**src/rtl/agu_defs.svh**
```systemverilog
// address generator constants: reset values, register selects, field widths, cycle costs
`ifndef AGU_DEFS_SVH
`define AGU_DEFS_SVH
`define AGU_ADDR_W 16
`define AGU_SHORT_W 6
`define AGU_IMM7_W 7
`define AGU_LINEAR_MOD 16'hFFFF
`define AGU_PTR_RESET 16'h0000
`define AGU_OFFSET_RESET 16'h0000
`define AGU_STACK_RESET 16'h0000
`define AGU_EXTRA_NONE 2'h0
`define AGU_EXTRA_ONE 2'h1
`define AGU_EXTRA_TWO 2'h2
`define AGU_SEL_P0 3'h0
`define AGU_SEL_P1 3'h1
`define AGU_SEL_P2 3'h2
`define AGU_SEL_P3 3'h3
`define AGU_SEL_STACK 3'h4
`define AGU_CORE_CLK_MHZ 125
`endif

```
**src/rtl/agu_pkg.sv**
```systemverilog
// address generator types: addressing modes and sequencer states
`default_nettype none
package agu_pkg;
  typedef enum logic [3:0] {
    MODE_POST_DEC = 4'h0,
    MODE_POST_OFFSET = 4'h1,
    MODE_INDEX_OFFSET = 4'h2,
    MODE_SHORT_DISP = 4'h3,
    MODE_LONG_DISP = 4'h4,
    MODE_IMM_LONG = 4'h5,
    MODE_IMM_SHORT = 4'h6,
    MODE_ABS_LONG = 4'h7,
    MODE_ABS_SHORT = 4'h8,
    MODE_IO_SHORT = 4'h9
  } agu_mode_e;
  typedef enum logic [1:0] {
    IMM_LOOP_COUNT = 2'h0,
    IMM_CORE_MOVE = 2'h1
  } imm_kind_e;
  typedef enum logic [2:0] {
    ST_IDLE = 3'b001,
    ST_WAIT = 3'b010,
    ST_ISSUE = 3'b100
  } seq_state_e;
endpackage : agu_pkg
`default_nettype wire

```
**src/rtl/agu_adder.sv**
```systemverilog
// pointer adder: 16-bit linear sum, or modulo wrap when a modifier selects it
`timescale 1ns/1ps
`default_nettype none
module agu_adder #(
  parameter int W = 16
) (
  input wire logic [W-1:0] base, // unsigned pointer value
  input wire logic [W-1:0] offset, // signed two's-complement offset
  input wire logic [W-1:0] modifier, // all ones selects linear
  input wire logic use_mod, // this pointer may use the modifier
  output logic [W-1:0] sum // resulting address
);
  logic [W-1:0] lin;
  logic [W-1:0] modulus;
  logic [W-1:0] lower;
  logic [W-1:0] upper;
  logic [W-1:0] wrapped;
  logic modulo_on;
  always_comb begin
    lin = base + offset;
    modulus = modifier + {{(W-1){1'b0}}, 1'b1};
    // buffer base: clear bits below the modulus size; simple power-of-two window
    lower = base & ~(modulus - {{(W-1){1'b0}}, 1'b1});
    upper = lower + modifier;
    wrapped = lin;
    if (!offset[W-1] && (lin > upper)) begin
      wrapped = lin - modulus;
    end else if (offset[W-1] && (lin < lower)) begin
      wrapped = lin + modulus;
    end
    modulo_on = use_mod && (modifier != {W{1'b1}});
    sum = modulo_on ? wrapped : lin;
  end
endmodule : agu_adder
`default_nettype wire

```
**src/rtl/agu_operand_field.sv**
```systemverilog
// short opcode field extension for displacements, short addresses and immediates
`timescale 1ns/1ps
`default_nettype none
module agu_operand_field #(
  parameter int W = 16
) (
  input wire logic [5:0] field6, // 6-bit opcode field
  input wire logic [6:0] field7, // 7-bit signed immediate field
  output logic [W-1:0] zero_ext, // zero-extended field6
  output logic [W-1:0] one_ext, // one-extended field6
  output logic [W-1:0] sign_ext7 // sign-extended field7
);
  always_comb begin
    zero_ext = {{(W-6){1'b0}}, field6};
    one_ext = {{(W-6){1'b1}}, field6};
    sign_ext7 = {{(W-7){field7[6]}}, field7};
  end
endmodule : agu_operand_field
`default_nettype wire

```
**src/rtl/operand_address_generator.sv**
```systemverilog
// operand address generator: effective address, pointer write-back and stall accounting
// How it works
// - post-decrement addresses at the pointer, then writes pointer minus one, ignoring offset.
// - pointer_zero/one follow address_modifier_reg; pointer_two/three and stack_pointer are linear.
// - post-update by offset addresses at the pointer then adds signed offset_reg, no extra cycle.
// - indexed by offset addresses pointer plus offset, costs one cycle, updates nothing.
// - short displacement one-extends with stack_pointer and zero-extends with pointer_two.
// - short displacement is always linear, costs one cycle and targets data memory.
// - long displacement adds a signed extension word under the modifier rule, costing two cycles.
// - immediate data is one 16-bit extension word taken as a program memory reference.
// - short immediates are 6-bit unsigned for loop counts and 7-bit signed for core moves.
// - absolute address uses a 16-bit extension word, one cycle and one program word.
// - absolute short zero-extends six bits into the lowest 64 data locations.
// - I/O short one-extends six bits into the highest 64 data locations.
// - post-update by offset also serves program memory accesses with the same update.
// - linear math is 16-bit two's complement, addresses unsigned, offsets signed.
// - address_modifier_reg holding all ones selects linear and resets to all ones.
`timescale 1ns/1ps
`default_nettype none
`include "agu_defs.svh"
module operand_address_generator
  import agu_pkg::*;
#(
  parameter int W = `AGU_ADDR_W
) (
  input wire logic core_clk, // core clock
  input wire logic reset, // async reset, active high
  input wire logic clk_en, // freezes all state when low
  input wire logic req_valid, // decoder presents an operand request
  input wire agu_mode_e req_mode, // addressing mode
  input wire logic [2:0] req_ptr_sel, // pointer select
  input wire logic req_prog_space, // post-update access aimed at program memory
  input wire logic [5:0] req_field6, // 6-bit opcode field
  input wire logic [6:0] req_field7, // 7-bit signed immediate field
  input wire imm_kind_e req_imm_kind, // short immediate kind
  input wire logic [W-1:0] ext_word, // instruction extension word
  input wire logic ptr_wr_en, // register-direct load of a pointer
  input wire logic [2:0] ptr_wr_sel, // which pointer to load
  input wire logic [W-1:0] ptr_wr_data, // load value
  input wire logic offset_wr_en, // load offset_reg
  input wire logic modifier_wr_en, // load address_modifier_reg
  input wire logic [W-1:0] reg_wr_data, // data for offset/modifier load
  output logic stall, // holds the pipeline for extra cycles
  output logic addr_valid, // effective address presented this cycle
  output logic [W-1:0] data_addr, // data memory address
  output logic data_sel, // access goes to data memory
  output logic prog_sel, // access/operand is a program reference
  output logic [W-1:0] prog_addr, // program memory address
  output logic [W-1:0] imm_operand, // immediate operand value
  output logic imm_valid, // immediate operand presented
  output logic [1:0] ext_words, // extension words consumed
  output logic [W-1:0] pointer_zero, // pointer register 0
  output logic [W-1:0] pointer_one, // pointer register 1
  output logic [W-1:0] pointer_two, // pointer register 2
  output logic [W-1:0] pointer_three, // pointer register 3
  output logic [W-1:0] stack_pointer, // stack pointer
  output logic [W-1:0] offset_reg, // shared offset register
  output logic [W-1:0] address_modifier_reg // modifier register
);
  localparam logic [W-1:0] ONE = {{(W-1){1'b0}}, 1'b1};

  logic [W-1:0] ptr_r [5];
  logic [W-1:0] ptr_nxt [5];
  logic [W-1:0] offset_r, offset_nxt;
  logic [W-1:0] mod_r, mod_nxt;
  seq_state_e state_r, state_nxt;
  logic [1:0] wait_r, wait_nxt;
  agu_mode_e mode_r, mode_nxt;
  logic [2:0] sel_r, sel_nxt;
  logic [W-1:0] ea_r, ea_nxt;
  logic [W-1:0] ext_r, ext_nxt;
  logic [W-1:0] data_addr_r, data_addr_nxt;
  logic [W-1:0] prog_addr_r, prog_addr_nxt;
  logic [W-1:0] imm_r, imm_nxt;
  logic addr_valid_r, addr_valid_nxt;
  logic data_sel_r, data_sel_nxt;
  logic prog_sel_r, prog_sel_nxt;
  logic imm_valid_r, imm_valid_nxt;
  logic [1:0] ext_words_r, ext_words_nxt;

  logic [W-1:0] base;
  logic [W-1:0] add_off;
  logic use_mod;
  logic [W-1:0] sum;
  logic [W-1:0] f_zero, f_one, f_sext7;
  logic [2:0] cur_sel;
  agu_mode_e cur_mode;
  logic [W-1:0] cur_ext;

  agu_operand_field #(.W(W)) u_field (
    .field6(req_field6),
    .field7(req_field7),
    .zero_ext(f_zero),
    .one_ext(f_one),
    .sign_ext7(f_sext7)
  );

  // a single adder serves both the effective address and the post-update, in the request cycle
  agu_adder #(.W(W)) u_adder (
    .base(base),
    .offset(add_off),
    .modifier(mod_r),
    .use_mod(use_mod),
    .sum(sum)
  );

  assign cur_sel = (state_r == ST_IDLE) ? req_ptr_sel : sel_r;
  assign cur_mode = (state_r == ST_IDLE) ? req_mode : mode_r;
  assign cur_ext = (state_r == ST_IDLE) ? ext_word : ext_r;

  always_comb begin
    base = ptr_r[(cur_sel > `AGU_SEL_STACK) ? `AGU_SEL_STACK : cur_sel];
    use_mod = (cur_sel == `AGU_SEL_P0) || (cur_sel == `AGU_SEL_P1);
    add_off = offset_r;
    case (cur_mode)
      MODE_POST_DEC: add_off = {W{1'b0}} - ONE;
      MODE_SHORT_DISP: begin
        use_mod = 1'b0;
        base = (cur_sel == `AGU_SEL_STACK) ? ptr_r[`AGU_SEL_STACK] : ptr_r[`AGU_SEL_P2];
        add_off = (cur_sel == `AGU_SEL_STACK) ? f_one : f_zero;
      end
      MODE_LONG_DISP: add_off = cur_ext;
      default: add_off = offset_r;
    endcase
  end

  // decode: effective address, pointer write-back and cycle cost
  always_comb begin
    for (int i = 0; i < 5; i++) begin
      ptr_nxt[i] = ptr_r[i];
    end
    offset_nxt = offset_r;
    mod_nxt = mod_r;
    state_nxt = state_r;
    wait_nxt = wait_r;
    mode_nxt = mode_r;
    sel_nxt = sel_r;
    ea_nxt = ea_r;
    ext_nxt = ext_r;
    data_addr_nxt = data_addr_r;
    prog_addr_nxt = prog_addr_r;
    imm_nxt = imm_r;
    addr_valid_nxt = 1'b0;
    data_sel_nxt = 1'b0;
    prog_sel_nxt = 1'b0;
    imm_valid_nxt = 1'b0;
    ext_words_nxt = `AGU_EXTRA_NONE;
    if (ptr_wr_en && ptr_wr_sel <= `AGU_SEL_STACK) begin
      ptr_nxt[ptr_wr_sel] = ptr_wr_data;
    end
    if (offset_wr_en) begin
      offset_nxt = reg_wr_data;
    end
    if (modifier_wr_en) begin
      mod_nxt = reg_wr_data;
    end
    case (state_r)
      ST_IDLE: begin
        if (req_valid) begin
          mode_nxt = req_mode;
          sel_nxt = req_ptr_sel;
          ext_nxt = ext_word;
          case (req_mode)
            MODE_POST_DEC, MODE_POST_OFFSET: begin
              // address is the old pointer; write-back carries the sum
              addr_valid_nxt = 1'b1;
              if (req_prog_space && req_mode == MODE_POST_OFFSET) begin
                prog_sel_nxt = 1'b1;
                prog_addr_nxt = base;
              end else begin
                data_sel_nxt = 1'b1;
                data_addr_nxt = base;
              end
              if (req_ptr_sel <= `AGU_SEL_STACK) begin
                ptr_nxt[req_ptr_sel] = sum;
              end
            end
            MODE_INDEX_OFFSET, MODE_SHORT_DISP: begin
              ea_nxt = sum;
              wait_nxt = `AGU_EXTRA_ONE;
              state_nxt = ST_WAIT;
            end
            MODE_LONG_DISP: begin
              ea_nxt = sum;
              wait_nxt = `AGU_EXTRA_TWO;
              ext_words_nxt = `AGU_EXTRA_ONE;
              state_nxt = ST_WAIT;
            end
            MODE_ABS_LONG: begin
              ea_nxt = ext_word;
              wait_nxt = `AGU_EXTRA_ONE;
              ext_words_nxt = `AGU_EXTRA_ONE;
              state_nxt = ST_WAIT;
            end
            MODE_IMM_LONG: begin
              imm_nxt = ext_word;
              imm_valid_nxt = 1'b1;
              prog_sel_nxt = 1'b1;
              ext_words_nxt = `AGU_EXTRA_ONE;
            end
            MODE_IMM_SHORT: begin
              imm_nxt = (req_imm_kind == IMM_LOOP_COUNT) ? f_zero : f_sext7;
              imm_valid_nxt = 1'b1;
              prog_sel_nxt = 1'b1;
            end
            MODE_ABS_SHORT: begin
              data_addr_nxt = f_zero;
              data_sel_nxt = 1'b1;
              addr_valid_nxt = 1'b1;
            end
            MODE_IO_SHORT: begin
              // peripherals outside the top window need another mode
              data_addr_nxt = f_one;
              data_sel_nxt = 1'b1;
              addr_valid_nxt = 1'b1;
            end
            default: begin
              state_nxt = ST_IDLE;
            end
          endcase
        end
      end
      ST_WAIT: begin
        wait_nxt = wait_r - `AGU_EXTRA_ONE;
        if (wait_r == `AGU_EXTRA_ONE) begin
          state_nxt = ST_ISSUE;
        end
      end
      ST_ISSUE: begin
        // data-memory presentation after the stall cycles; pointers untouched
        data_addr_nxt = ea_r;
        data_sel_nxt = 1'b1;
        addr_valid_nxt = 1'b1;
        prog_sel_nxt = (mode_r == MODE_ABS_LONG);
        state_nxt = ST_IDLE;
      end
      default: begin
        state_nxt = ST_IDLE;
      end
    endcase
  end

  always_ff @(posedge core_clk or posedge reset) begin
    if (reset) begin
      for (int i = 0; i < 5; i++) begin
        ptr_r[i] <= `AGU_PTR_RESET;
      end
      offset_r <= `AGU_OFFSET_RESET;
      mod_r <= `AGU_LINEAR_MOD;
      state_r <= ST_IDLE;
      wait_r <= `AGU_EXTRA_NONE;
      mode_r <= MODE_POST_DEC;
      sel_r <= `AGU_SEL_P0;
      ea_r <= '0;
      ext_r <= '0;
      data_addr_r <= '0;
      prog_addr_r <= '0;
      imm_r <= '0;
      addr_valid_r <= 1'b0;
      data_sel_r <= 1'b0;
      prog_sel_r <= 1'b0;
      imm_valid_r <= 1'b0;
      ext_words_r <= `AGU_EXTRA_NONE;
    end else if (clk_en) begin
      for (int i = 0; i < 5; i++) begin
        ptr_r[i] <= ptr_nxt[i];
      end
      offset_r <= offset_nxt;
      mod_r <= mod_nxt;
      state_r <= state_nxt;
      wait_r <= wait_nxt;
      mode_r <= mode_nxt;
      sel_r <= sel_nxt;
      ea_r <= ea_nxt;
      ext_r <= ext_nxt;
      data_addr_r <= data_addr_nxt;
      prog_addr_r <= prog_addr_nxt;
      imm_r <= imm_nxt;
      addr_valid_r <= addr_valid_nxt;
      data_sel_r <= data_sel_nxt;
      prog_sel_r <= prog_sel_nxt;
      imm_valid_r <= imm_valid_nxt;
      ext_words_r <= ext_words_nxt;
    end
  end

  // stall is combinational so the decoder holds its next request
  assign stall = (state_r != ST_IDLE);
  assign addr_valid = addr_valid_r;
  assign data_addr = data_addr_r;
  assign data_sel = data_sel_r;
  assign prog_sel = prog_sel_r;
  assign prog_addr = prog_addr_r;
  assign imm_operand = imm_r;
  assign imm_valid = imm_valid_r;
  assign ext_words = ext_words_r;
  assign pointer_zero = ptr_r[0];
  assign pointer_one = ptr_r[1];
  assign pointer_two = ptr_r[2];
  assign pointer_three = ptr_r[3];
  assign stack_pointer = ptr_r[4];
  assign offset_reg = offset_r;
  assign address_modifier_reg = mod_r;
endmodule : operand_address_generator
`default_nettype wire
```
**config.mk**
```make
export PLATFORM = sky130hd
export DESIGN_NAME = operand_address_generator
export DESIGN_NICKNAME = d
export VERILOG_FILES = /design/src/rtl/agu_pkg.sv /design/src/rtl/agu_adder.sv /design/src/rtl/agu_operand_field.sv /design/src/rtl/operand_address_generator.sv
export VERILOG_INCLUDE_DIRS = /design/src /design/src/rtl
export SDC_FILE = /design/constraint.sdc
export NUM_CORES = 1
export LEC_CHECK = 0
export ABC_AREA = 1
export ABC_CLOCK_PERIOD_IN_PS = 8700
export BUFFER_PORTS_ARGS = -buffer_cell sky130_fd_sc_hd__clkbuf_2
export CORE_MARGIN = 4
export CORE_UTILIZATION = 60
export DETAILED_ROUTE_END_ITERATION = 10
export GPL_ROUTABILITY_DRIVEN = 0
export GPL_TIMING_DRIVEN = 0
export PLACE_DENSITY = 0.83
export SLEW_MARGIN = 10
export SYNTH_ARGS = -nofsm -noshare
export SYNTH_HDL_FRONTEND = slang
export SYNTH_HIERARCHICAL = 1
export SYNTH_SLANG_ARGS = --single-unit
```
**constraint.sdc**
```tcl
create_clock -name core_clk -period 8.7 [get_ports core_clk]
set_clock_uncertainty 0.15 [all_clocks]
set_input_delay 1.305 -clock core_clk [delete_from_list [all_inputs] [get_ports core_clk]]
set_output_delay 1.305 -clock core_clk [all_outputs]
set_load 0.005 [all_outputs]
```
# After elaboration in Yosys (flattened, before gate mapping)
# Index checks and enable logic that the tools add are counted.
# word_totals
register_bits	210
in_bits	81
output_inout_bits	167
# classes
add_sub_neg	7
order_cmp	10
n_eq_ne	26
muxes	57
bitwise	5
reduce_logical	35
# ops
operator	count
80-bit 2-to-1 mux	5
16-bit 2-to-1 mux	14
80-bit bitwise mux	2
16-bit demux with 3-bit select	2
16-bit case mux with 2 select lines	3
16-bit case mux with 3 select lines	2
16-bit adder	3
16-bit binary-select mux with 3-bit select	1
4-bit by 3-bit equality test with 1-bit output (second input constant)	6
16-bit by 1-bit adder with 16-bit output (second input constant)	1
16-bit AND	1
16-bit > comparator	1
16-bit < comparator	1
16-bit != test (second input constant)	1
16-bit NOT	1
4-bit AND reduction	4
16-bit by 1-bit subtractor with 16-bit output (second input constant)	1
16-bit subtractor	1
1-bit 2-to-1 mux	13
4-bit by 2-bit equality test with 1-bit output (second input constant)	3
4-bit >= comparator (second input constant)	3
3-bit 2-to-1 mux	4
3-bit NOT with 4-bit output	3
3-bit case mux with 2 select lines	2
33 further kinds	62

# Logic depth before layout (Yosys ltp)
# Gate-level depths: netlist (run 1).
# depth
word_depth	20
depth_mapped	39
ltp_nobuf	39

# Cells and area by module
# Netlist (run 1), hierarchy kept.
# modules_own_cells
mod	n_inst	cells_per_inst	area_each_um2	seq_area_each_um2
operand_address_generator	1	1637	12346.8	5251.3
agu_adder	1	921	5243.8	0.0
agu_operand_field	1	50	367.9	0.0

# Worst setup path after synthesis (run 1)
# Ideal clock, no wire load.
# synth_timing
path_kind	input to register
startpoint	input req_mode[3]
endpoint	register ea_r[1]
arrival_time_ns	5.909
t_required_ns	8.467
slack_ns	2.558
stages	29
path_buffers	2
cell_sequence	o21ai_1 > nand2_1 > nor3_4 > buf_2 > nand3_1 > nand2_1 > inv_1 > nor3_1 > ha_1 > a21oi_1 > o21bai_1 > nand3_1 > o2111ai_1 > a21oi_1 > nor2_1 > nor2_1 > xnor3_1 > ha_1 > nand4_1 > or3_1 > a31o_2 > nand2_1 > nand2_1 > clkbuf_1 > nand2_1 > a21oi_1 > o21ai_0 > o211ai_1 > o21ai_0
# synth_between
elab_chain_cells	10
word_cells_on_any_way	29
# synth_lines
item	line	source
start: declaration	operand_address_generator.sv:30	input wire agu_mode_e req_mode,
4-bit 2-to-1 mux (*)	operand_address_generator.sv:108	assign cur_mode = (state_r == ST_IDLE) ? req_mode : mode_r;
4-bit by 2-bit equality test with 1-bit output (*)	operand_address_generator.sv:115	case (cur_mode)
16-bit 2-to-1 mux (*)	operand_address_generator.sv:115	
net base[3]	operand_address_generator.sv:81	logic [W-1:0] base;
16-bit adder or 16-bit AND (tied branches)	agu_adder.sv:20, agu_adder.sv:23	
16-bit < comparator or 16-bit adder (tied branches)	agu_adder.sv:28, agu_adder.sv:24	
1-bit logical AND or 16-bit > comparator (tied branches)	agu_adder.sv:28, agu_adder.sv:26	
16-bit 2-to-1 mux or 1-bit logical AND (tied branches)	agu_adder.sv:28, agu_adder.sv:26	
16-bit 2-to-1 mux (*)	agu_adder.sv:26	if (!offset[W-1] && (lin > upper)) begin
16-bit 2-to-1 mux (*)	agu_adder.sv:32	sum = modulo_on ? wrapped : lin;
net sum[1]	operand_address_generator.sv:84	logic [W-1:0] sum;
16-bit case mux with 2 select lines (*)	operand_address_generator.sv:163	case (req_mode)
end signal: assignment	operand_address_generator.sv:274	ea_r <= ea_nxt;
end: declaration	operand_address_generator.sv:70	logic [W-1:0] ea_r, ea_nxt;
# The timed path passes the listed nets; every way through them passes the cells marked *.
# A chain may end at the register's enable or synchronous reset.

# Worst setup path in the final report (run 1)
# layout_timing
startpoint	input req_ptr_sel[0]
endpoint	register ptr_r, in the netlist stack_pointer[12]
# layout_between
elab_chain_cells	19
word_cells_on_any_way	42
# layout_lines
item	line	source
start: declaration	operand_address_generator.sv:31	input wire logic [2:0] req_ptr_sel,
3-bit 2-to-1 mux (*)	operand_address_generator.sv:107	assign cur_sel = (state_r == ST_IDLE) ? req_ptr_sel : sel_r;
3-bit > comparator (no source line)	n/a	
3-bit 2-to-1 mux	operand_address_generator.sv:112	base = ptr_r[(cur_sel > `AGU_SEL_STACK) ? `AGU_SEL_STACK : cur_sel];
3-bit NOT with 4-bit output	operand_address_generator.sv:112	
16-bit binary-select mux with 3-bit select	operand_address_generator.sv:112	
16-bit 2-to-1 mux (2 in a row)	operand_address_generator.sv:112	
16-bit 2-to-1 mux (*)	operand_address_generator.sv:115	
net base[3]	operand_address_generator.sv:81	
[4 not listed]	n/a	
16-bit 2-to-1 mux	agu_adder.sv:26	
16-bit 2-to-1 mux (*)	agu_adder.sv:32	
net sum[12]	operand_address_generator.sv:84	
80-bit bitwise mux (*)	operand_address_generator.sv:175	ptr_nxt[req_ptr_sel] = sum;
80-bit 2-to-1 mux (*)	operand_address_generator.sv:174	if (req_ptr_sel <= `AGU_SEL_STACK) begin
80-bit 2-to-1 mux (*)	operand_address_generator.sv:163	
80-bit 2-to-1 mux (*)	operand_address_generator.sv:159	if (req_valid) begin
80-bit 2-to-1 mux (*)	operand_address_generator.sv:157	case (state_r)
end signal: indexed assignment	operand_address_generator.sv:246	ptr_r[i] <= `AGU_PTR_RESET;
end signal: indexed assignment	operand_address_generator.sv:266	ptr_r[i] <= ptr_nxt[i];
end: declaration	operand_address_generator.sv:62	logic [W-1:0] ptr_r [5];
# The timed path passes the listed nets; every way through them passes the cells marked *. The select of a mux whose other input is x is not followed.

==> results.tsv, run 1 <==
metric	value	unit
via/cell ratio	6.263	
Setup crit start kind	input port	
Die Wd	181.0	microns
Async SR Flop Fraction	100.0	%
Starting Density	60.75	%
IO buf count	233	
synth cell count leaders	nand2_1, inv_1, o21ai_0	
Mapped Cells	2608	
WL final	66.88	mm
clk_lat worst skew	0.55	ns
post-cts resize count	0	
EDFF count, synth	0	
largest net degree at the start of global routing	90	
endpoint type of the worst setup path	flop	
clk root buf	clkbuf_16	
fmax	0.1196	GHz
most common flop cell mapped by yosys	dfrtp_1	
First DRT Iteration DRCs	3145	
row count	63	
Post-DRT Antenna Nets	0	
Post-CTS Hold Fix Bufs	0	
dpl cells	3251	
status	finished with violations	
CTS Buf Count	24	
Setup-failing EPs final	0	
CP required	9.01	ns
Arr. time, crit path	8.67	ns
Seq cells post-synth	209	
most frequent cell after synthesis	nand2_1	
CTS Sinks	209	
biggest area consumer among synthesized cells	dfrtp_1	
most frequent CP cell	nand2_1	
HP Class	reg2reg	
dpl hpwl	52.72	mm
kind of critical path	in2reg	
Slew headroom	17.76	%
core area	0.02956	sq mm
Netlist cell types	62	
final-report hold violation count	0	
CP max stage cell	a21oi_1	
Final Max Slew Viols	0	
CTS tree	yes	
fraction of layout cells with a size suffix above 1	17.08	%
# H-tree levels	1	
Max Cap Viol	0	
minimum clock period	8.365	ns
Crit Path Max Fanout	10	
Residual DRC	1	
Worst Tran Pin Value	1.228	ns
Reg clk slew, reported paths	0.06	ns
I/O pin cnt	248	
Avg Cell Area, Syn	6.886	sq um
first-pass GRT wire length	105.1	mm
final worst path period share	96.14	%
failing checks	design-rule violations	
synthesized area	0.01796	sq mm
DP Area	0.01974	sq mm
Critical Path Max Stage Delay	0.80	ns
post-CTS setup buffer count	0	
initial antenna violation count	0	
sequential area share after synthesis	29.24	%
via count	20630	
Ys Warns	6	
die area	0.03276	sq mm
Wirelength per Cell	20.30	microns
die height	181.0	microns
setup TNS	0	ns
clock buffer depth	3	
Final nets	3063	
Layout area overhead	14.26	%
Final Instance Area	0.02052	sq mm
vias in the first global route	19890	
non-filler cells, final	3294	
leading post-synthesis cells by cell area	dfrtp_1, nand2_1, o211ai_1, inv_1, ha_1	
# diodes	0	
post-synth top area share	26.75	%
Total GRT Usage	39.43	%
RSZ-0062 raised after global routing	no	
Initial DRT Pass Iterations	11	
Congestion Overflow GR	0	
==> stage by stage <==
stage,utilization [%],worst slack (ns),hold WS (ns)
after floorplan,-,1.564,0.2979
after global placement,66.58,-0.7394,0.3130
after detailed placement,66.79,0.04179,0.3204
after CTS,69.41,0.5319,0.3363
after global routing,69.42,0.06950,0.3448
final,69.42,0.3354,0.3356
==> critical path: cells and delay by family <==
kind            cells  cell delay, ns
fa+ha+maj           2            0.66
xor+xnor            1            0.32
simple gates       12            2.30
buf+inv             5            1.16
compound gates     10            2.88
==> kinds of logic after synthesis <==
kind of cell,after synthesis,synth area share (%)
AOI/OAI and AO/OA,623,21.44
other,4,0.08358
xor gates and xnor gates,44,2.411
buffers and inverters,523,12.37
and+or+nand+nor,1078,25.70
adders and majority gates,95,6.744
muxes,32,2.007
DFF,209,29.24
==> path summary, 6_finish.rpt <==
| check | start | endpoint | slack (ns) | cells past startpoint |
|---|---|---|---|---|
| setup / recovery | req_ptr_sel[0] | stack_pointer[12]$_DFFE_PP0P_ | 0.34 | 30 |
| hold / removal | ext_r[13]$_DFFE_PP0P_ | ext_r[13]$_DFFE_PP0P_ | 0.34 | 2 |
| setup reg to reg | state_r[0]$_DFFE_PP1P_ | stack_pointer[12]$_DFFE_PP0P_ | 0.42 | 31 |
| hold reg to reg | ext_r[13]$_DFFE_PP0P_ | ext_r[13]$_DFFE_PP0P_ | 0.34 | 2 |
| max in group asynchronous | reset | address_modifier_reg[11]$_DFFE_PP1P_ | 6.58 | 4 |
| min in group asynchronous | reset | pointer_zero[14]$_DFFE_PP0P_ | 0.62 | 2 |
==> layer usage <==
layer | vias to the layer above | global-route usage, % | share of wire (%) | routed length, microns
li1 | 9216 | - | - | -
met1 | 9388 | 49.41 | 36 | 23770
met2 | 1637 | 62.03 | 44 | 29280
met3 | 389 | 9.201 | 13 | 8584
met4 | 0 | 24.02 | 7.8 | 5247
met5 | - | 0 | 0 | 0
==> layout by cell type (no fill, tap or decap), types with 5 or more instances in the layout <==
| cell type | netlist | routed |
|---|---|---|
| a21oi_1 | 117 | 116 |
| a221oi_1 | 18 | 18 |
| buf_2 | 33 | 33 |
| buf_4 | 52 | 52 |
| clkbuf_1 | 81 | 88 |
| clkbuf_16 | 0 | 24 |
| clkbuf_2 | 0 | 233 |
| clkbuf_8 | 0 | 5 |
| conb_1 | 4 | 22 |
| dfrtp_1 | 192 | 192 |
| dfstp_2 | 17 | 17 |
| ha_1 | 92 | 92 |
| inv_1 | 325 | 324 |
| inv_2 | 23 | 23 |
| mux2_2 | 32 | 32 |
| nand2_1 | 664 | 664 |
| nand2_2 | 16 | 16 |
| nand3_1 | 180 | 180 |
| nand3_2 | 5 | 5 |
| nand4_1 | 17 | 17 |
| nor2_1 | 137 | 137 |
| nor2_2 | 13 | 13 |
| nor3_1 | 18 | 18 |
| nor3_2 | 5 | 5 |
| o2111ai_1 | 15 | 15 |
| o211ai_1 | 207 | 207 |
| o21ai_0 | 225 | 223 |
| o21ai_1 | 11 | 13 |
| o21bai_1 | 7 | 7 |
| xnor2_1 | 8 | 8 |
| xor2_1 | 32 | 32 |
==> cell type report <==
| cell class | count | area [sq um] |
|---|---|---|
| Buffer | 173 | 908.4 |
| Timing Repair Buffer | 235 | 1221 |
| Fill cell | 2533 | 9040 |
| Inverter | 350 | 1321 |
| Multi-Input combinational cell | 1894 | 10560 |
| Clock inverter | 7 | 77.57 |
| Tap cell | 390 | 488.0 |
| Sequential cell | 209 | 5251 |
| Clock buffer | 36 | 695.7 |
Power of run 1 is left out: the tool's default activity adds up to more than one toggle a clock period on the data nets, which glitch-free logic cannot reach.
==> run 2: changes to the inputs <==
--- a/config.mk
+++ b/config.mk
@@ -6,15 +6,15 @@
 export SDC_FILE = /design/constraint.sdc
 export NUM_CORES = 1
 export LEC_CHECK = 0
-export ABC_AREA = 1
 export ABC_CLOCK_PERIOD_IN_PS = 8700
 export BUFFER_PORTS_ARGS = -buffer_cell sky130_fd_sc_hd__clkbuf_2
 export CORE_MARGIN = 4
-export CORE_UTILIZATION = 60
+export CORE_UTILIZATION = 59
 export DETAILED_ROUTE_END_ITERATION = 10
 export GPL_ROUTABILITY_DRIVEN = 0
 export GPL_TIMING_DRIVEN = 0
-export PLACE_DENSITY = 0.83
+export PLACE_DENSITY = 0.82
+export REMOVE_ABC_BUFFERS = 1
 export SLEW_MARGIN = 10
 export SYNTH_ARGS = -nofsm -noshare
 export SYNTH_HDL_FRONTEND = slang
==> results.tsv, run 2 <==
metric	value	unit	change
Seq cells post-synth	209		unchanged
Layout area overhead	17.41	%	was 14.26%
EDFF count, synth	0		unchanged
Setup-failing EPs final	0		unchanged
dpl hpwl	42.87	mm	was 52.72 mm
WL final	60.07	mm	was 66.88 mm
Crit Path Max Fanout	17		was 10
Arr. time, crit path	8.88	ns	was 8.67 ns
Slew headroom	9.963	%	was 17.76%
Critical Path Max Stage Delay	0.65	ns	was 0.80 ns
setup slack after layout	0.1244	ns	was 0.3354 ns
Ys Warns	6		unchanged
Max Cap Viol	0		unchanged
Final Max Slew Viols	0		unchanged
via count	17150		was 20630
die height	175.7	microns	was 181.0 microns
adder-cell share of the synthesized area	7.300	%	was 6.744%
Async SR Flop Fraction	100.0	%	unchanged
PwrDens	360.8	mW/mm^2	
post-synthesis simple-gate area fraction	16.97	%	was 25.70%
total power draw	7029	uW	
CTS Sinks	209		unchanged
Post-DRT Antenna Nets	0		unchanged
Total GRT Usage	36.58	%	was 39.43%
CP max stage cell	dfstp_2		was a21oi_1
Mapped Cells	1866		was 2608
Wirelength per Cell	24.43	microns	was 20.30 microns
fraction of layout cells with a size suffix above 1	26.88	%	was 17.08%
Setup crit start kind	flop		was input port
HP Class	reg2reg		unchanged
final-report hold violation count	0		unchanged
Final nets	2236		was 3063
leading post-synthesis cells by cell area	dfrtp_1, ha_1, mux2_2, nor2_1, nand2_1		was dfrtp_1, nand2_1, o211ai_1, inv_1, ha_1
CP required	9.00	ns	was 9.01 ns
Avg Cell Area, Syn	8.891	sq um	was 6.886 sq um
minimum clock period	8.576	ns	was 8.365 ns
sequential area share after synthesis	31.65	%	was 29.24%
initial antenna violation count	2		was 0
kind of critical path	reg2reg		was in2reg
DP Worst Slack	-2.886	ns	was 0.04179 ns
synthesized area	0.01659	sq mm	was 0.01796 sq mm
most common flop cell mapped by yosys	dfrtp_1		unchanged
row count	61		was 63
Residual DRC	0		was 1
post-synthesis xor/xnor area fraction	4.827	%	was 2.411%
synth cell count leaders	dfrtp_1, nor2_1, nand2_1		was nand2_1, inv_1, o21ai_0
Starting Density	59.72	%	was 60.75%
core area	0.02778	sq mm	was 0.02956 sq mm
Post-CTS Hold Fix Bufs	0		unchanged
biggest area consumer among synthesized cells	dfrtp_1		unchanged
fin util	70.12	%	was 69.42%
Netlist cell types	100		was 62
vias in the first global route	15980		was 19890
area of the multi-input gates	0.01077	sq mm	was 0.01056 sq mm
Final Hold Slack	0.3252	ns	was 0.3356 ns
IO buf count	246		was 233
clk_lat worst skew	0.55	ns	about the same
fmax	0.1166	GHz	was 0.1196 GHz
most frequent CP cell	a21o_1		was nand2_1
most frequent cells in the layout	clkbuf_2, dfrtp_1, nor2_1, nand2_1, a21oi_1		was nand2_1, inv_1, clkbuf_2, o21ai_0, o211ai_1
clk root buf	clkbuf_16		unchanged
Reg clk slew, reported paths	0.06	ns	about the same
CTS tree	yes		unchanged
via/cell ratio	6.974		was 6.263
first-pass GRT wire length	90.12	mm	was 105.1 mm
final worst path period share	98.57	%	was 96.14%
endpoint type of the worst setup path	flop		unchanged
fill count	2130		was 2533
First DRT Iteration DRCs	2737		was 3145
most frequent cell after synthesis	dfrtp_1		was nand2_1
complex-gate fraction of the synthesized area	23.79	%	was 21.44%
CTS Buf Count	26		was 24
P_leak	0.008762	uW	
FF/Latch Area	0.005251	sq mm	unchanged
clock buffer depth	3		unchanged
die area	0.03087	sq mm	was 0.03276 sq mm
most common cell after layout, fill and taps aside	clkbuf_2		was nand2_1
mux cell area share after synthesis	8.552	%	was 2.007%
largest family of logic cells by synthesized area	compound AO/OA/AOI/OAI gates		was simple AND/OR/NAND/NOR gates
# H-tree levels	1		unchanged
Congestion Overflow GR	0		unchanged
post-synth top area share	28.96	%	was 26.75%
Initial DRT Pass Iterations	6		was 11
largest net degree at the start of global routing	99		was 90
Worst Tran Pin Value	1.346	ns	was 1.228 ns
Die Wd	175.7	microns	was 181.0 microns
I/O pin cnt	248		unchanged
status	complete, no violations		was finished with violations
peak supply drop	0.0002569	V	
==> run 2: cell count changes in the layout (fill, tap and decap cells not counted), sizes merged, moves of 46 or more <==
cell,before,now
o211ai,207,7
xnor2,9,55
inv,349,83
o21ai,240,85
nand3,185,52
nand2,682,153
mux2i,0,56
clkbuf,350,282
==> run 2: cells by family (layout without fill, tap and decap cells) <==
logic type / Yosys count / in the layout
AO/OA/AOI/OAI: 529 / 529
XOR/XNOR: 81 / 81
adder cells (fa/ha/maj): 95 / 95
buffers and inverters: 239 / 433
flip-flops: 209 / 209
multiplexers: 130 / 130
other: 4 / 23
AND/OR/NAND/NOR: 579 / 581
==> run 2: critical path: cells and delay by family, from the launching register on <==
family | cells | cell delay, ns
multiplexers | 1 | 0.27
adder cells (fa/ha/maj) | 3 | 0.98
buffers and inverters | 4 | 0.76
AND/OR/NAND/NOR | 6 | 1.80
flip-flops | 1 | 0.65
AO/OA/AOI/OAI | 14 | 3.65
XOR/XNOR | 1 | 0.18
==> run 2: worst paths after layout <==
kind	to	cells past startpoint	slack [ns]	start
worst max-delay path	pointer_three[9]$_DFFE_PP0P_	29	0.12	state_r[0]$_DFFE_PP1P_
worst min register to register	imm_operand[5]$_DFFE_PP0P_	2	0.33	imm_operand[5]$_DFFE_PP0P_
min in group asynchronous	imm_operand[3]$_DFFE_PP0P_	2	0.55	reset
worst min-delay path	imm_operand[5]$_DFFE_PP0P_	2	0.33	imm_operand[5]$_DFFE_PP0P_
worst max register to register	pointer_three[9]$_DFFE_PP0P_	29	0.12	state_r[0]$_DFFE_PP1P_
max in group asynchronous	pointer_three[9]$_DFFE_PP0P_	4	6.68	reset
==> run 2: routing by layer <==
| metal | wire, microns | GRT usage (%) |
|---|---|---|
| met1 | 22030 | 48.72 |
| met5 | 11 | 0 |
| met4 | 4540 | 22.68 |
| met3 | 7422 | 7.124 |
| met2 | 26070 | 55.09 |
==> run 2: metrics by stage <==
stage,TNS [ns],std cells,instance area (sq um)
floorplan,-29.99,1727,15830
global placement,-484.66,2351,17540
detailed placement,-233.77,2373,17940
CTS,0,2440,19160
global route,-0.03512,2459,19480
finish,0,2459,19480
==> run 2: timing repair <==
action,in CTS,in global routing
gates resized for setup,50,38
pin swaps,5,10
cloned,2,0
buffers inserted,17,18
endpoints found under the setup margin,96,86
==> run 2: area by class of cell <==
class / instances / area share, %
Clock inverter: 10 / 0.5331
Sequential cell: 209 / 26.96
Tap cell: 378 / 2.428
Inverter: 82 / 1.644
Multi-Input combinational cell: 1438 / 55.27
Clock buffer: 38 / 3.725
Timing Repair Buffer: 303 / 9.429
Antenna cell: 1 / 0.01285
==> run 2: where the power goes <==
| group | switching, uW | internal [uW] | total [uW] |
|---|---|---|---|
| clock network | 453 | 612 | 1060 |
| logic | 2650 | 1780 | 4420 |
| registers | 293 | 1250 | 1540 |
No activity file was read; power rests on OpenSTA's default activity.
